[config.mk]
export PLATFORM = sky130hd
export DESIGN_NAME = mclr_config_regs
export DESIGN_NICKNAME = d
export VERILOG_FILES = /design/src/shared/mclr_pkg.sv /design/src/logic/mclr_config_regs.sv /design/src/logic/mclr_adjust_timer.sv
export SDC_FILE = /design/constraint.sdc
export NUM_CORES = 1
export LEC_CHECK = 0
export ABC_AREA = 1
export BUFFER_PORTS_ARGS = -buffer_cell sky130_fd_sc_hd__buf_2
export CAP_MARGIN = 20
export CORE_ASPECT_RATIO = 0.5
export CORE_MARGIN = 5
export CORE_UTILIZATION = 52
export DETAILED_ROUTE_END_ITERATION = 7
export PLACE_DENSITY = 0.73
export SYNTH_ARGS = -nofsm -noshare
export SYNTH_HDL_FRONTEND = slang
export SYNTH_SLANG_ARGS = --single-unit
[constraint.sdc]
create_clock -name clock -period 2.4 [get_ports clock]
set_input_delay 0.12 -clock clock [delete_from_list [all_inputs] [get_ports clock]]
set_output_delay 0.12 -clock clock [all_outputs]
set_load 0.01 [all_outputs]
[src/shared/mclr_pkg.sv]
// constants shared by the monitor configuration and lock register bank
package mclr_pkg;

  // ----------------------------------------------------------------
  // register offsets and power-on values
  // ----------------------------------------------------------------
  localparam logic [7:0] MCLR_DYN2_OFFSET = 8'h37;
  localparam logic [7:0] MCLR_CFG1_OFFSET = 8'h40;
  localparam logic [7:0] MCLR_DYN2_RESET = 8'h00;
  localparam logic [7:0] MCLR_CFG1_RESET = 8'h00;

  // ----------------------------------------------------------------
  // global_configuration_one field positions
  // ----------------------------------------------------------------
  localparam int MCLR_CFG_START_BIT = 0;
  localparam int MCLR_CFG_LOCK_BIT = 1;
  localparam int MCLR_CFG_READY_BIT = 2;
  localparam int MCLR_CFG_ALL_FANS_MAX_BIT = 3;
  localparam int MCLR_CFG_RES_BIT = 4;
  localparam int MCLR_CFG_SPIN_BIT = 5;
  localparam int MCLR_CFG_TMO_BIT = 6;
  localparam int MCLR_CFG_SUPPLY_BIT = 7;

  // ----------------------------------------------------------------
  // dynamic_threshold_control_two field positions
  // ----------------------------------------------------------------
  localparam int MCLR_DYN_R1_LSB = 0;
  localparam int MCLR_DYN_LOCAL_LSB = 3;
  localparam int MCLR_DYN_R2_LSB = 6;

  // ----------------------------------------------------------------
  // adjustment delay timing, in monitoring cycles
  // ----------------------------------------------------------------
  localparam int MCLR_DELAY_W = 11;
  localparam int MCLR_CHANNELS = 3;
  localparam logic [10:0] MCLR_DEC_BASE = 11'h004;
  localparam logic [10:0] MCLR_INC_BASE = 11'h008;
  localparam logic [10:0] MCLR_COUNT_MAX = 11'h7ff;

  // length of one adjustment delay for a code and a direction
  function automatic logic [10:0] mclr_delay_len(input logic [2:0] code, input logic up);
    logic [10:0] base;
    base = up ? MCLR_INC_BASE : MCLR_DEC_BASE;
    mclr_delay_len = base << code;
  endfunction : mclr_delay_len

endpackage : mclr_pkg

[src/logic/mclr_config_regs.sv]
// global configuration, write lock and adjustment delay registers
//
// What this block does
// - start set: monitor, use programmed limits
// - start clear: default limits, keep programmed values
// - start bit read-only once locked
// - lock writes once; lockables frozen until power-off
// - ready bit set when powered, read-only
// - full-speed drives fans, resets 0, never locked
// - bit 4 reserved, reads zero
// - spin-up mode holds PWM high whole timeout
// - timeout-off bit disables bus timeout, lockable
// - supply scale bit: 1 is 5 V, 0 is 3.3 V
// - configuration register resets to 0x00
// - dynamic control two register resets to 0x00
// - delay code sets decrease and increase cycles
// - remote two code split across two registers
`timescale 1ns/1ps
module mclr_config_regs
  import mclr_pkg::*;
(
  input wire logic clock, // system clock, 100 MHz
  input wire logic rst, // power-on reset, async, active high
  input wire logic wr_en, // register write strobe
  input wire logic [7:0] wr_addr, // register write offset
  input wire logic [7:0] wr_data, // register write data
  input wire logic rd_en, // register read strobe
  input wire logic [7:0] rd_addr, // register read offset
  output logic [7:0] rd_data, // read data, one cycle after rd_en
  output logic rd_valid, // read data valid pulse
  input wire logic powered_up, // analog power-good level, asynchronous
  input wire logic remote_two_delay_msb, // top delay bit from first dynamic register
  input wire logic cycle_done, // monitoring cycle completed pulse
  input wire logic [2:0] adjust_up, // per channel: pending adjustment raises
  input wire logic [2:0] adjust_taken, // per channel: threshold just adjusted
  output logic [2:0] adjust_due, // per channel: delay has elapsed
  output logic run_monitoring, // monitoring and PWM enabled
  output logic use_programmed_limits, // 1 programmed limits, 0 defaults
  output logic lock_active, // lockable registers frozen
  output logic all_fans_max, // force every fan to full speed
  output logic spinup_pulse_mode_off, // spin-up holds PWM high for timeout
  output logic bus_timeout_off, // suppress bus timeout
  output logic supply_5v_scale, // 1 scale supply as 5 V, 0 as 3.3 V
  output logic [2:0] remote_one_adjust_delay, // remote one delay code
  output logic [2:0] local_adjust_delay, // local delay code
  output logic [2:0] remote_two_adjust_delay // remote two delay code
);

  // ----------------------------------------------------------------
  // power-good synchroniser
  // ----------------------------------------------------------------
  logic pg_meta_reg;
  logic pg_sync_reg;

  // first stage feeds only the second stage
  always_ff @(posedge clock or posedge rst) begin
    if (rst) begin
      pg_meta_reg <= 1'b0;
      pg_sync_reg <= 1'b0;
    end else begin
      pg_meta_reg <= powered_up;
      pg_sync_reg <= pg_meta_reg;
    end
  end

  // ----------------------------------------------------------------
  // configuration state
  // ----------------------------------------------------------------
  logic start_reg, start_next;
  logic lock_reg, lock_next;
  logic ready_reg, ready_next;
  logic all_fans_max_reg, all_fans_max_next;
  logic spin_reg, spin_next;
  logic tmo_reg, tmo_next;
  logic supply_reg, supply_next;
  logic [7:0] dyn_reg, dyn_next;
  logic cfg_wr;
  logic dyn_wr;

  assign cfg_wr = wr_en && (wr_addr == MCLR_CFG1_OFFSET);
  assign dyn_wr = wr_en && (wr_addr == MCLR_DYN2_OFFSET);

  // lock is judged on the old value, so the write that sets it still
  // lands its other fields; later writes change only the full-speed and spin-up bits
  always_comb begin
    start_next = start_reg;
    lock_next = lock_reg;
    all_fans_max_next = all_fans_max_reg;
    spin_next = spin_reg;
    tmo_next = tmo_reg;
    supply_next = supply_reg;
    dyn_next = dyn_reg;
    ready_next = ready_reg | pg_sync_reg;
    if (cfg_wr) begin
      all_fans_max_next = wr_data[MCLR_CFG_ALL_FANS_MAX_BIT];
      spin_next = wr_data[MCLR_CFG_SPIN_BIT];
      if (!lock_reg) begin
        start_next = wr_data[MCLR_CFG_START_BIT];
        lock_next = wr_data[MCLR_CFG_LOCK_BIT];
        tmo_next = wr_data[MCLR_CFG_TMO_BIT];
        supply_next = wr_data[MCLR_CFG_SUPPLY_BIT];
      end
    end
    if (dyn_wr && !lock_reg) begin
      dyn_next = wr_data;
    end
  end

  // only power-on reset reopens the lock
  always_ff @(posedge clock or posedge rst) begin
    if (rst) begin
      start_reg <= MCLR_CFG1_RESET[MCLR_CFG_START_BIT];
      lock_reg <= MCLR_CFG1_RESET[MCLR_CFG_LOCK_BIT];
      ready_reg <= MCLR_CFG1_RESET[MCLR_CFG_READY_BIT];
      all_fans_max_reg <= MCLR_CFG1_RESET[MCLR_CFG_ALL_FANS_MAX_BIT];
      spin_reg <= MCLR_CFG1_RESET[MCLR_CFG_SPIN_BIT];
      tmo_reg <= MCLR_CFG1_RESET[MCLR_CFG_TMO_BIT];
      supply_reg <= MCLR_CFG1_RESET[MCLR_CFG_SUPPLY_BIT];
      dyn_reg <= MCLR_DYN2_RESET;
    end else begin
      start_reg <= start_next;
      lock_reg <= lock_next;
      ready_reg <= ready_next;
      all_fans_max_reg <= all_fans_max_next;
      spin_reg <= spin_next;
      tmo_reg <= tmo_next;
      supply_reg <= supply_next;
      dyn_reg <= dyn_next;
    end
  end

  // ----------------------------------------------------------------
  // read path
  // ----------------------------------------------------------------
  logic [7:0] rd_data_reg, rd_data_next;
  logic rd_valid_reg, rd_valid_next;
  logic [7:0] cfg_view;

  // reserved bit 4 is wired to zero and ignores writes
  always_comb begin
    cfg_view = 8'h00;
    cfg_view[MCLR_CFG_START_BIT] = start_reg;
    cfg_view[MCLR_CFG_LOCK_BIT] = lock_reg;
    cfg_view[MCLR_CFG_READY_BIT] = ready_reg;
    cfg_view[MCLR_CFG_ALL_FANS_MAX_BIT] = all_fans_max_reg;
    cfg_view[MCLR_CFG_RES_BIT] = 1'b0;
    cfg_view[MCLR_CFG_SPIN_BIT] = spin_reg;
    cfg_view[MCLR_CFG_TMO_BIT] = tmo_reg;
    cfg_view[MCLR_CFG_SUPPLY_BIT] = supply_reg;
    rd_valid_next = rd_en;
    rd_data_next = rd_data_reg;
    if (rd_en) begin
      case (rd_addr)
        MCLR_CFG1_OFFSET: rd_data_next = cfg_view;
        MCLR_DYN2_OFFSET: rd_data_next = dyn_reg;
        default: rd_data_next = 8'h00;
      endcase
    end
  end

  always_ff @(posedge clock or posedge rst) begin
    if (rst) begin
      rd_data_reg <= 8'h00;
      rd_valid_reg <= 1'b0;
    end else begin
      rd_data_reg <= rd_data_next;
      rd_valid_reg <= rd_valid_next;
    end
  end

  assign rd_data = rd_data_reg;
  assign rd_valid = rd_valid_reg;

  // ----------------------------------------------------------------
  // control outputs
  // ----------------------------------------------------------------
  // programmed limits stay in their registers; only the selection flips
  assign run_monitoring = start_reg;
  assign use_programmed_limits = start_reg;
  assign lock_active = lock_reg;
  assign all_fans_max = all_fans_max_reg;
  assign spinup_pulse_mode_off = spin_reg;
  assign bus_timeout_off = tmo_reg;
  assign supply_5v_scale = supply_reg;
  assign remote_one_adjust_delay = dyn_reg[MCLR_DYN_R1_LSB +: 3];
  assign local_adjust_delay = dyn_reg[MCLR_DYN_LOCAL_LSB +: 3];
  assign remote_two_adjust_delay = {remote_two_delay_msb, dyn_reg[MCLR_DYN_R2_LSB +: 2]};

  // ----------------------------------------------------------------
  // adjustment delay timers, one per channel
  // ----------------------------------------------------------------
  logic [2:0] chan_code [MCLR_CHANNELS];

  assign chan_code[0] = local_adjust_delay;
  assign chan_code[1] = remote_one_adjust_delay;
  assign chan_code[2] = remote_two_adjust_delay;

  for (genvar ch = 0; ch < MCLR_CHANNELS; ch++) begin : g_timer
    mclr_adjust_timer u_timer (
      .clock(clock),
      .rst(rst),
      .cycle_done(cycle_done),
      .delay_code(chan_code[ch]),
      .adjust_up(adjust_up[ch]),
      .adjust_taken(adjust_taken[ch]),
      .adjust_due(adjust_due[ch])
    );
  end
endmodule : mclr_config_regs

[src/logic/mclr_adjust_timer.sv]
// adjustment delay timer for one threshold control channel
`timescale 1ns/1ps
module mclr_adjust_timer
  import mclr_pkg::*;
(
  input wire logic clock, // system clock
  input wire logic rst, // async reset, active high
  input wire logic cycle_done, // one monitoring cycle completed
  input wire logic [2:0] delay_code, // adjustment delay code
  input wire logic adjust_up, // pending adjustment raises threshold
  input wire logic adjust_taken, // threshold adjusted, restart timer
  output logic adjust_due // delay elapsed, adjustment allowed
);

  logic [10:0] count_reg;
  logic [10:0] count_next;
  logic due_reg;
  logic due_next;
  logic [10:0] len;

  // ----------------------------------------------------------------
  // cycle counter
  // ----------------------------------------------------------------
  // saturate so a long wait never wraps back to a short delay
  always_comb begin
    len = mclr_delay_len(delay_code, adjust_up);
    count_next = count_reg;
    if (adjust_taken) begin
      count_next = 11'h000;
    end else if (cycle_done && count_reg != MCLR_COUNT_MAX) begin
      count_next = count_reg + 11'h001;
    end
    due_next = !adjust_taken && (count_next >= len);
  end

  always_ff @(posedge clock or posedge rst) begin
    if (rst) begin
      count_reg <= 11'h000;
      due_reg <= 1'b0;
    end else begin
      count_reg <= count_next;
      due_reg <= due_next;
    end
  end

  assign adjust_due = due_reg;
endmodule : mclr_adjust_timer

Yosys cells after proc, flatten, opt, wreduce, memory -nomap -nowiden:

Cells that the tools add are included.

* add/sub/neg operators: 3
* magnitude comparators: 3
* eq/ne operators: 7
* shift operators: 3
* mux-type cells: 11
* bitwise operators: 2
* reduce and logical (&&, ||, !) cells: 14

Operators with widths (number)
* 11-bit two-way mux: 6
* 11-bit by 1-bit adder with 11-bit output, second input constant: 3
* 11-bit >= comparator: 3
* 11-bit inequality test, second input constant: 3
* 11-bit by 3-bit << shifter with 11-bit output: 3
* 8-bit by 6-bit == test with 1-bit output, second input constant: 2
* 8-bit by 7-bit == test with 1-bit output, second input constant: 2
* 8-bit case mux with 2 select lines: 1
* 4-bit two-way mux: 3
* 1-bit logical AND: 9
* 1-bit logical NOT: 4
* 2-bit AND reduction: 1
* 1-bit two-way mux: 1
* 1-bit NOT: 1
* 1-bit OR: 1

* register bits: 62
* input bits: 37
* output and inout port bits: 28
* word-level logic and storage cells: 61

Longest topological paths before layout:

* depth in word-level cells: 6
* depth in mapped cells: 16
* depth with buffers taken out: 16

By module:

A second synthesis with hierarchy kept.

* cell total of the unflattened synthesis: 582
* area total of the unflattened synthesis: 4247.8 um2

Modules (own cells, without submodules)
* mclr_adjust_timer: times used 3, cells an instance 142, area an instance 999.7 um2, sequential area each 300.3 um2
* mclr_config_regs: times used 1, cells an instance 156, area an instance 1248.7 um2, sequential area each 650.6 um2

Least setup slack after synthesis:

Ideal clock, no wire load.

* kind: register to register
* start: register g_timer[1].u_timer.count_reg[0]
* end: register g_timer[1].u_timer.due_reg
* setup time: 0.113 ns
* data arrival time: 2.129 ns
* data required time: 2.287 ns
* path slack: 0.158 ns
* cell stages (with the launch flop): 16
* buffers on the path: 1
* clock period less this slack: 2.242 ns
* cell sequence: dfrtp_1 ha_1 inv_2 nor2_4 nand3_4 nand2_4 inv_2 buf_6 nand2_1 a21oi_2 ha_1 or2_2 nand3_1 nand3_1 nand2_1 inv_1

* cells in the longest elaborated chain, start to end: 6
* elaborated cells between the ends (all ways): 7
* classes of those cells: add/sub: 1; order compare: 1; eq/ne: 1; mux: 2; reduce/logical: 2

RTL lines
* from (decl): RTL line mclr_adjust_timer.sv:15 `logic [10:0] count_reg;`
* from (signal assigned): RTL line mclr_adjust_timer.sv:41 `count_reg <= count_next;`
* parallel branches: the longest is 2 deep, another holds 11-bit by 1-bit adder with 11-bit output
* 11-bit two-way mux *: RTL line mclr_adjust_timer.sv:30 `end else if (cycle_done && count_reg != MCLR_COUNT_MAX) begin`
* 11-bit two-way mux *: RTL line mclr_adjust_timer.sv:28 `if (adjust_taken) begin`
* via g_timer[1].u_timer.count_next[2]: RTL line mclr_adjust_timer.sv:16 `logic [10:0] count_next;`
* 11-bit >= comparator *: RTL line mclr_adjust_timer.sv:33 `due_next = !adjust_taken && (count_next >= len);`
* 1-bit logical AND *: RTL line mclr_adjust_timer.sv:33
* via g_timer[1].u_timer.due_next: RTL line mclr_adjust_timer.sv:18 `logic due_next;`
* to (signal assigned): RTL line mclr_adjust_timer.sv:42 `due_reg <= due_next;`
* to (decl): RTL line mclr_adjust_timer.sv:17 `logic due_reg;`

Mark *: on every way through the listed nets, which the timed path passes.
A chain may end at the register's enable or synchronous reset.

Worst setup path in the final report:

* start: register g_timer[0].u_timer.count_reg[0]
* end: register g_timer[0].u_timer.due_reg

* cells in the longest elaborated chain, start to end: 6
* elaborated cells between the ends (all ways): 7
* classes of those cells: add/sub: 1; order compare: 1; eq/ne: 1; mux: 2; reduce/logical: 2

RTL lines (RTL line)
* from (decl): mclr_adjust_timer.sv:15
* from (signal assigned): mclr_adjust_timer.sv:41
* parallel branches: the longest is 2 deep, another holds 11-bit by 1-bit adder with 11-bit output
* 11-bit two-way mux *: mclr_adjust_timer.sv:30
* 11-bit two-way mux *: mclr_adjust_timer.sv:28
* via g_timer[0].u_timer.count_next[2]: mclr_adjust_timer.sv:16
* 11-bit >= comparator *: mclr_adjust_timer.sv:33
* 1-bit logical AND *: mclr_adjust_timer.sv:33
* via g_timer[0].u_timer.due_next: mclr_adjust_timer.sv:18
* to (signal assigned): mclr_adjust_timer.sv:42
* to (decl): mclr_adjust_timer.sv:17

Marks and branches as above.

==> summary.md <==
| Metric | Value |
|---|---|
| Arr. time, crit path | `2.45 ns` |
| Mux cell area share after synthesis | `0%` |
| Maximum vdd ir drop | `322.9 µV` |
| Min-Delay Path Class | `in -> reg` |
| Cell Count Post-Placement | `739` |
| Critical path class | `reg -> reg` |
| Status | `finished clean` |
| Clock Sinks | `62` |
| Final Util | `63.48%` |
| Gr usage total | `20.56%` |
| RSZ-0062 raised after global routing | `true` |
| Most frequent cells in the layout | `nand2_1 (167), buf_2 (64), dfrtp_1 (62)` |
| Compound-gate portion of the synthesized area | `12.00%` |
| Fraction of registers with async set/reset | `100.0%` |
| Sw frac | `23.55%` |
| Critical path's most frequent cell | `nand3_1` |
| Final Hold Vio Count | `0` |
| Global route overflow | `0` |
| Sequential power share | `41.1%` |
| Slew Viols, Final | `0` |
| Non-filler cells, final | `760` |
| DR pass1 iterations | `5` |
| Die Wd | `139 µm` |
| Pwr Density | `517.4 nW/µm²` |
| Post-route cell area | `5115 µm²` |
| Num CTS Buffers | `9` |
| Max reg flops | `33` |
| Max_cap viols | `0` |
| Clock-pin slew on the worst setup and hold paths | `0.05 ns` |
| Fin nets | `716` |
| Area share of fa/ha/maj cells after synthesis | `10.41%` |
| I/O pin count | `65` |
| Syn Area/Cell | `7.551 µm²` |
| PortBufs | `64` |
| Antenna violations before repair | `0` |
| Slew HR | `55.63%` |
| Actual slew at the worst max-slew pin | `0.6646 ns` |
| Vias per std cell | `5.164` |
| RD Place Congestion | `0.8817` |
| Global-route wire length before repair | `17.22 mm` |
| Total number of vias | `3925` |
| Largest net degree at the start of global routing | `34` |
| Yosys cell types | `38` |
| Setup violators final | `0` |
| Placed cell areas | `4730 µm²` |
| Synth Register Bits | `62` |
| P_sw | `0.6233 mW` |
| Total power | `2.646 mW` |
| Yosys Warn Count | `0` |
| Die Ht | `74.50 µm` |
| Synthesized area | `4327 µm²` |
| Post-Synth XOR/XNOR Area | `1.822%` |
| CP Data Required Time | `2.62 ns` |
| Top FF cell, synth | `dfrtp_1` |
| Core area | `8058 µm²` |
| Leakage | `2.490 nW` |
| Residual DRC count | `0` |
| Skew-Pair Late Insertion Delay | `0.33 ns` |
| WL/cell | `13.21 µm` |
| CP startpoint kind | `flip-flop` |
| Site Rows | `23` |
| Logic pwr share | `9.6%` |
| TritonCTS clock tree | `yes` |
| Largest family of logic cells by synthesized area | `simple AND/OR/NAND/NOR gates` |
| DIE AREA | `10360 µm²` |
| Diodes inserted | `0` |
| Clock share of power | `49.3%` |
| Clk buf depth | `2` |
| Starting Density | `53.70%` |
| Post-DRT Antenna Nets | `0` |
| Proportion of layout cells with a drive suffix above 1 | `22.53%` |
| Starting DRC count in detailed routing | `284` |
| Fin crit share | `92.66%` |
| Post-Route Skew | `0.004822 ns` |
| CP max-delay cell | `dfrtp_1` |
| H-tree lvl count | `3` |
| Vias in the first global route | `3744` |
| Leading cell type in the layout, fill and taps excluded | `nand2_1` |
| Cells after synthesis | `573` |
| Max incr delay on CP | `0.36 ns` |
| Synth Net Count | `646` |
| HPWL Detailed | `7.526 mm` |
| Post-synth EDFFs | `0` |
| Achievable frequency | `449.7 MHz` |
| Seq/Total Area, Yosys | `35.86%` |
| Critical Path Fanout Max | `11` |
| P_int | `2.023 mW` |
| Hold slack | `0.02925 ns` |
| Final Critical Period | `2.224 ns` |
| Final wirelength | `10.04 mm` |
| CP endpoint kind | `flip-flop` |
| Crit path cell chain | `ha_2 -> nand3_1 -> inv_2 -> nand3_2 -> nand2_4 -> buf_6 -> nand2_1 -> a21oi_2 -> ha_1 -> or2_2 -> nand3_1 -> nand3_1 -> nand2_1 -> inv_1` |
| Root buffer cell | `clkbuf_16` |
| Area Overhead vs Synth | `18.22%` |
| Synth Area in Simple Gates | `31.95%` |
[power by group through the flow]
stage               Combinational [mW]  Sequential, mW  Clock [mW]
global route                     0.287            1.09        1.39
CTS                              0.245            1.09        1.32
detailed placement               0.240            1.11           0
floorplan                        0.149            1.11           0
global placement                 0.236            1.10           0
finish                           0.253            1.09        1.31
[final cells by class]
class,count,area [µm²]
clock buffer,12,256.5
clock inverter,4,45.04
fill,713,2943
inverter,55,215.2
multi-input combinational,437,2462
sequential,62,1551
tap,112,140.1
timing repair buffer,77,439.2
timing repair inverter,1,5.005
[final timing paths]
check                                                      from                         endpoint  slack [ns]  cells past startpoint
worst max-delay path            g_timer[0].u_timer.count_reg[0]    g_timer[0].u_timer.adjust_due        0.18                     14
worst min-delay path                                 wr_data[4]                       dyn_reg[4]        0.03                      3
worst max register to register  g_timer[0].u_timer.count_reg[0]    g_timer[0].u_timer.adjust_due        0.18                     14
worst min register to register                      pg_meta_reg                      pg_sync_reg        0.35                      0
max in group asynchronous                                   rst                        ready_reg        1.36                      4
min in group asynchronous                                   rst  g_timer[0].u_timer.count_reg[9]        0.44                      3
[worst max-delay path: cells and delay by family, from the launching register on]
kind            cells  cell delay (ns)
compound gates      1             0.17
buf+inv             3             0.28
flops               1             0.36
simple gates        8             0.89
fa+ha+maj           2             0.43
[Yosys cell counts, types with 2 or more instances]
cell type / instances / area share (%)
o21ai_1: 9 / 1.0
nand3b_1: 3 / 0.52
xor2_1: 8 / 1.6
nor3_1: 4 / 0.46
o21ai_2: 3 / 0.61
nand3_1: 47 / 5.4
nor2_4: 4 / 1.0
inv_1: 50 / 4.3
nor2_2: 2 / 0.29
inv_2: 5 / 0.43
o21a_1: 3 / 0.52
buf_4: 5 / 0.87
a21oi_2: 14 / 2.8
o21ai_0: 12 / 1.4
buf_6: 4 / 1.0
nand2_1: 167 / 14
a21boi_0: 6 / 1.0
nor3_2: 4 / 0.93
dfrtp_1: 62 / 36
nand2_2: 6 / 0.87
a31oi_1: 9 / 1.3
or2_2: 4 / 0.58
a21oi_1: 25 / 2.9
nor2_1: 54 / 4.7
nand4_1: 8 / 1.2
ha_1: 36 / 10
clkbuf_1: 8 / 0.69
[stage by stage]
stage,TNS (ns),worst slack (ns)
finish,0,0.1761
global placement,0,0.1094
global route,-0.01901,-0.01175
floorplan,0,0.1580
CTS,0,0.1061
detailed placement,0,0.1101
[cell families (layout without fill, tap and decap cells)]
group	Yosys count	count (layout)
AOI/OAI and AO/OA	83	83
xor gates and xnor gates	9	9
adders and majority gates	36	36
buffers and inverters	74	149
DFF	62	62
and+or+nand+nor	309	309
[timing repair]
action                                 in CTS  in global routing
buffers inserted                            0                  2
hold buffers                                2                  0
endpoints found under the hold margin      30                  0
setup endpoints to repair                   0                  3
resized for setup                           0                 14
[routing by layer]
layer | global-route usage [%] | vias up | part of all wire, %
met5 | 0 | - | 0
met4 | 4.772 | 0 | 0.87
met3 | 5.780 | 12 | 4.0
met2 | 34.98 | 71 | 47
met1 | 26.73 | 1816 | 48
li1 | - | 2026 | -
(Power assumes the default switching activity.)
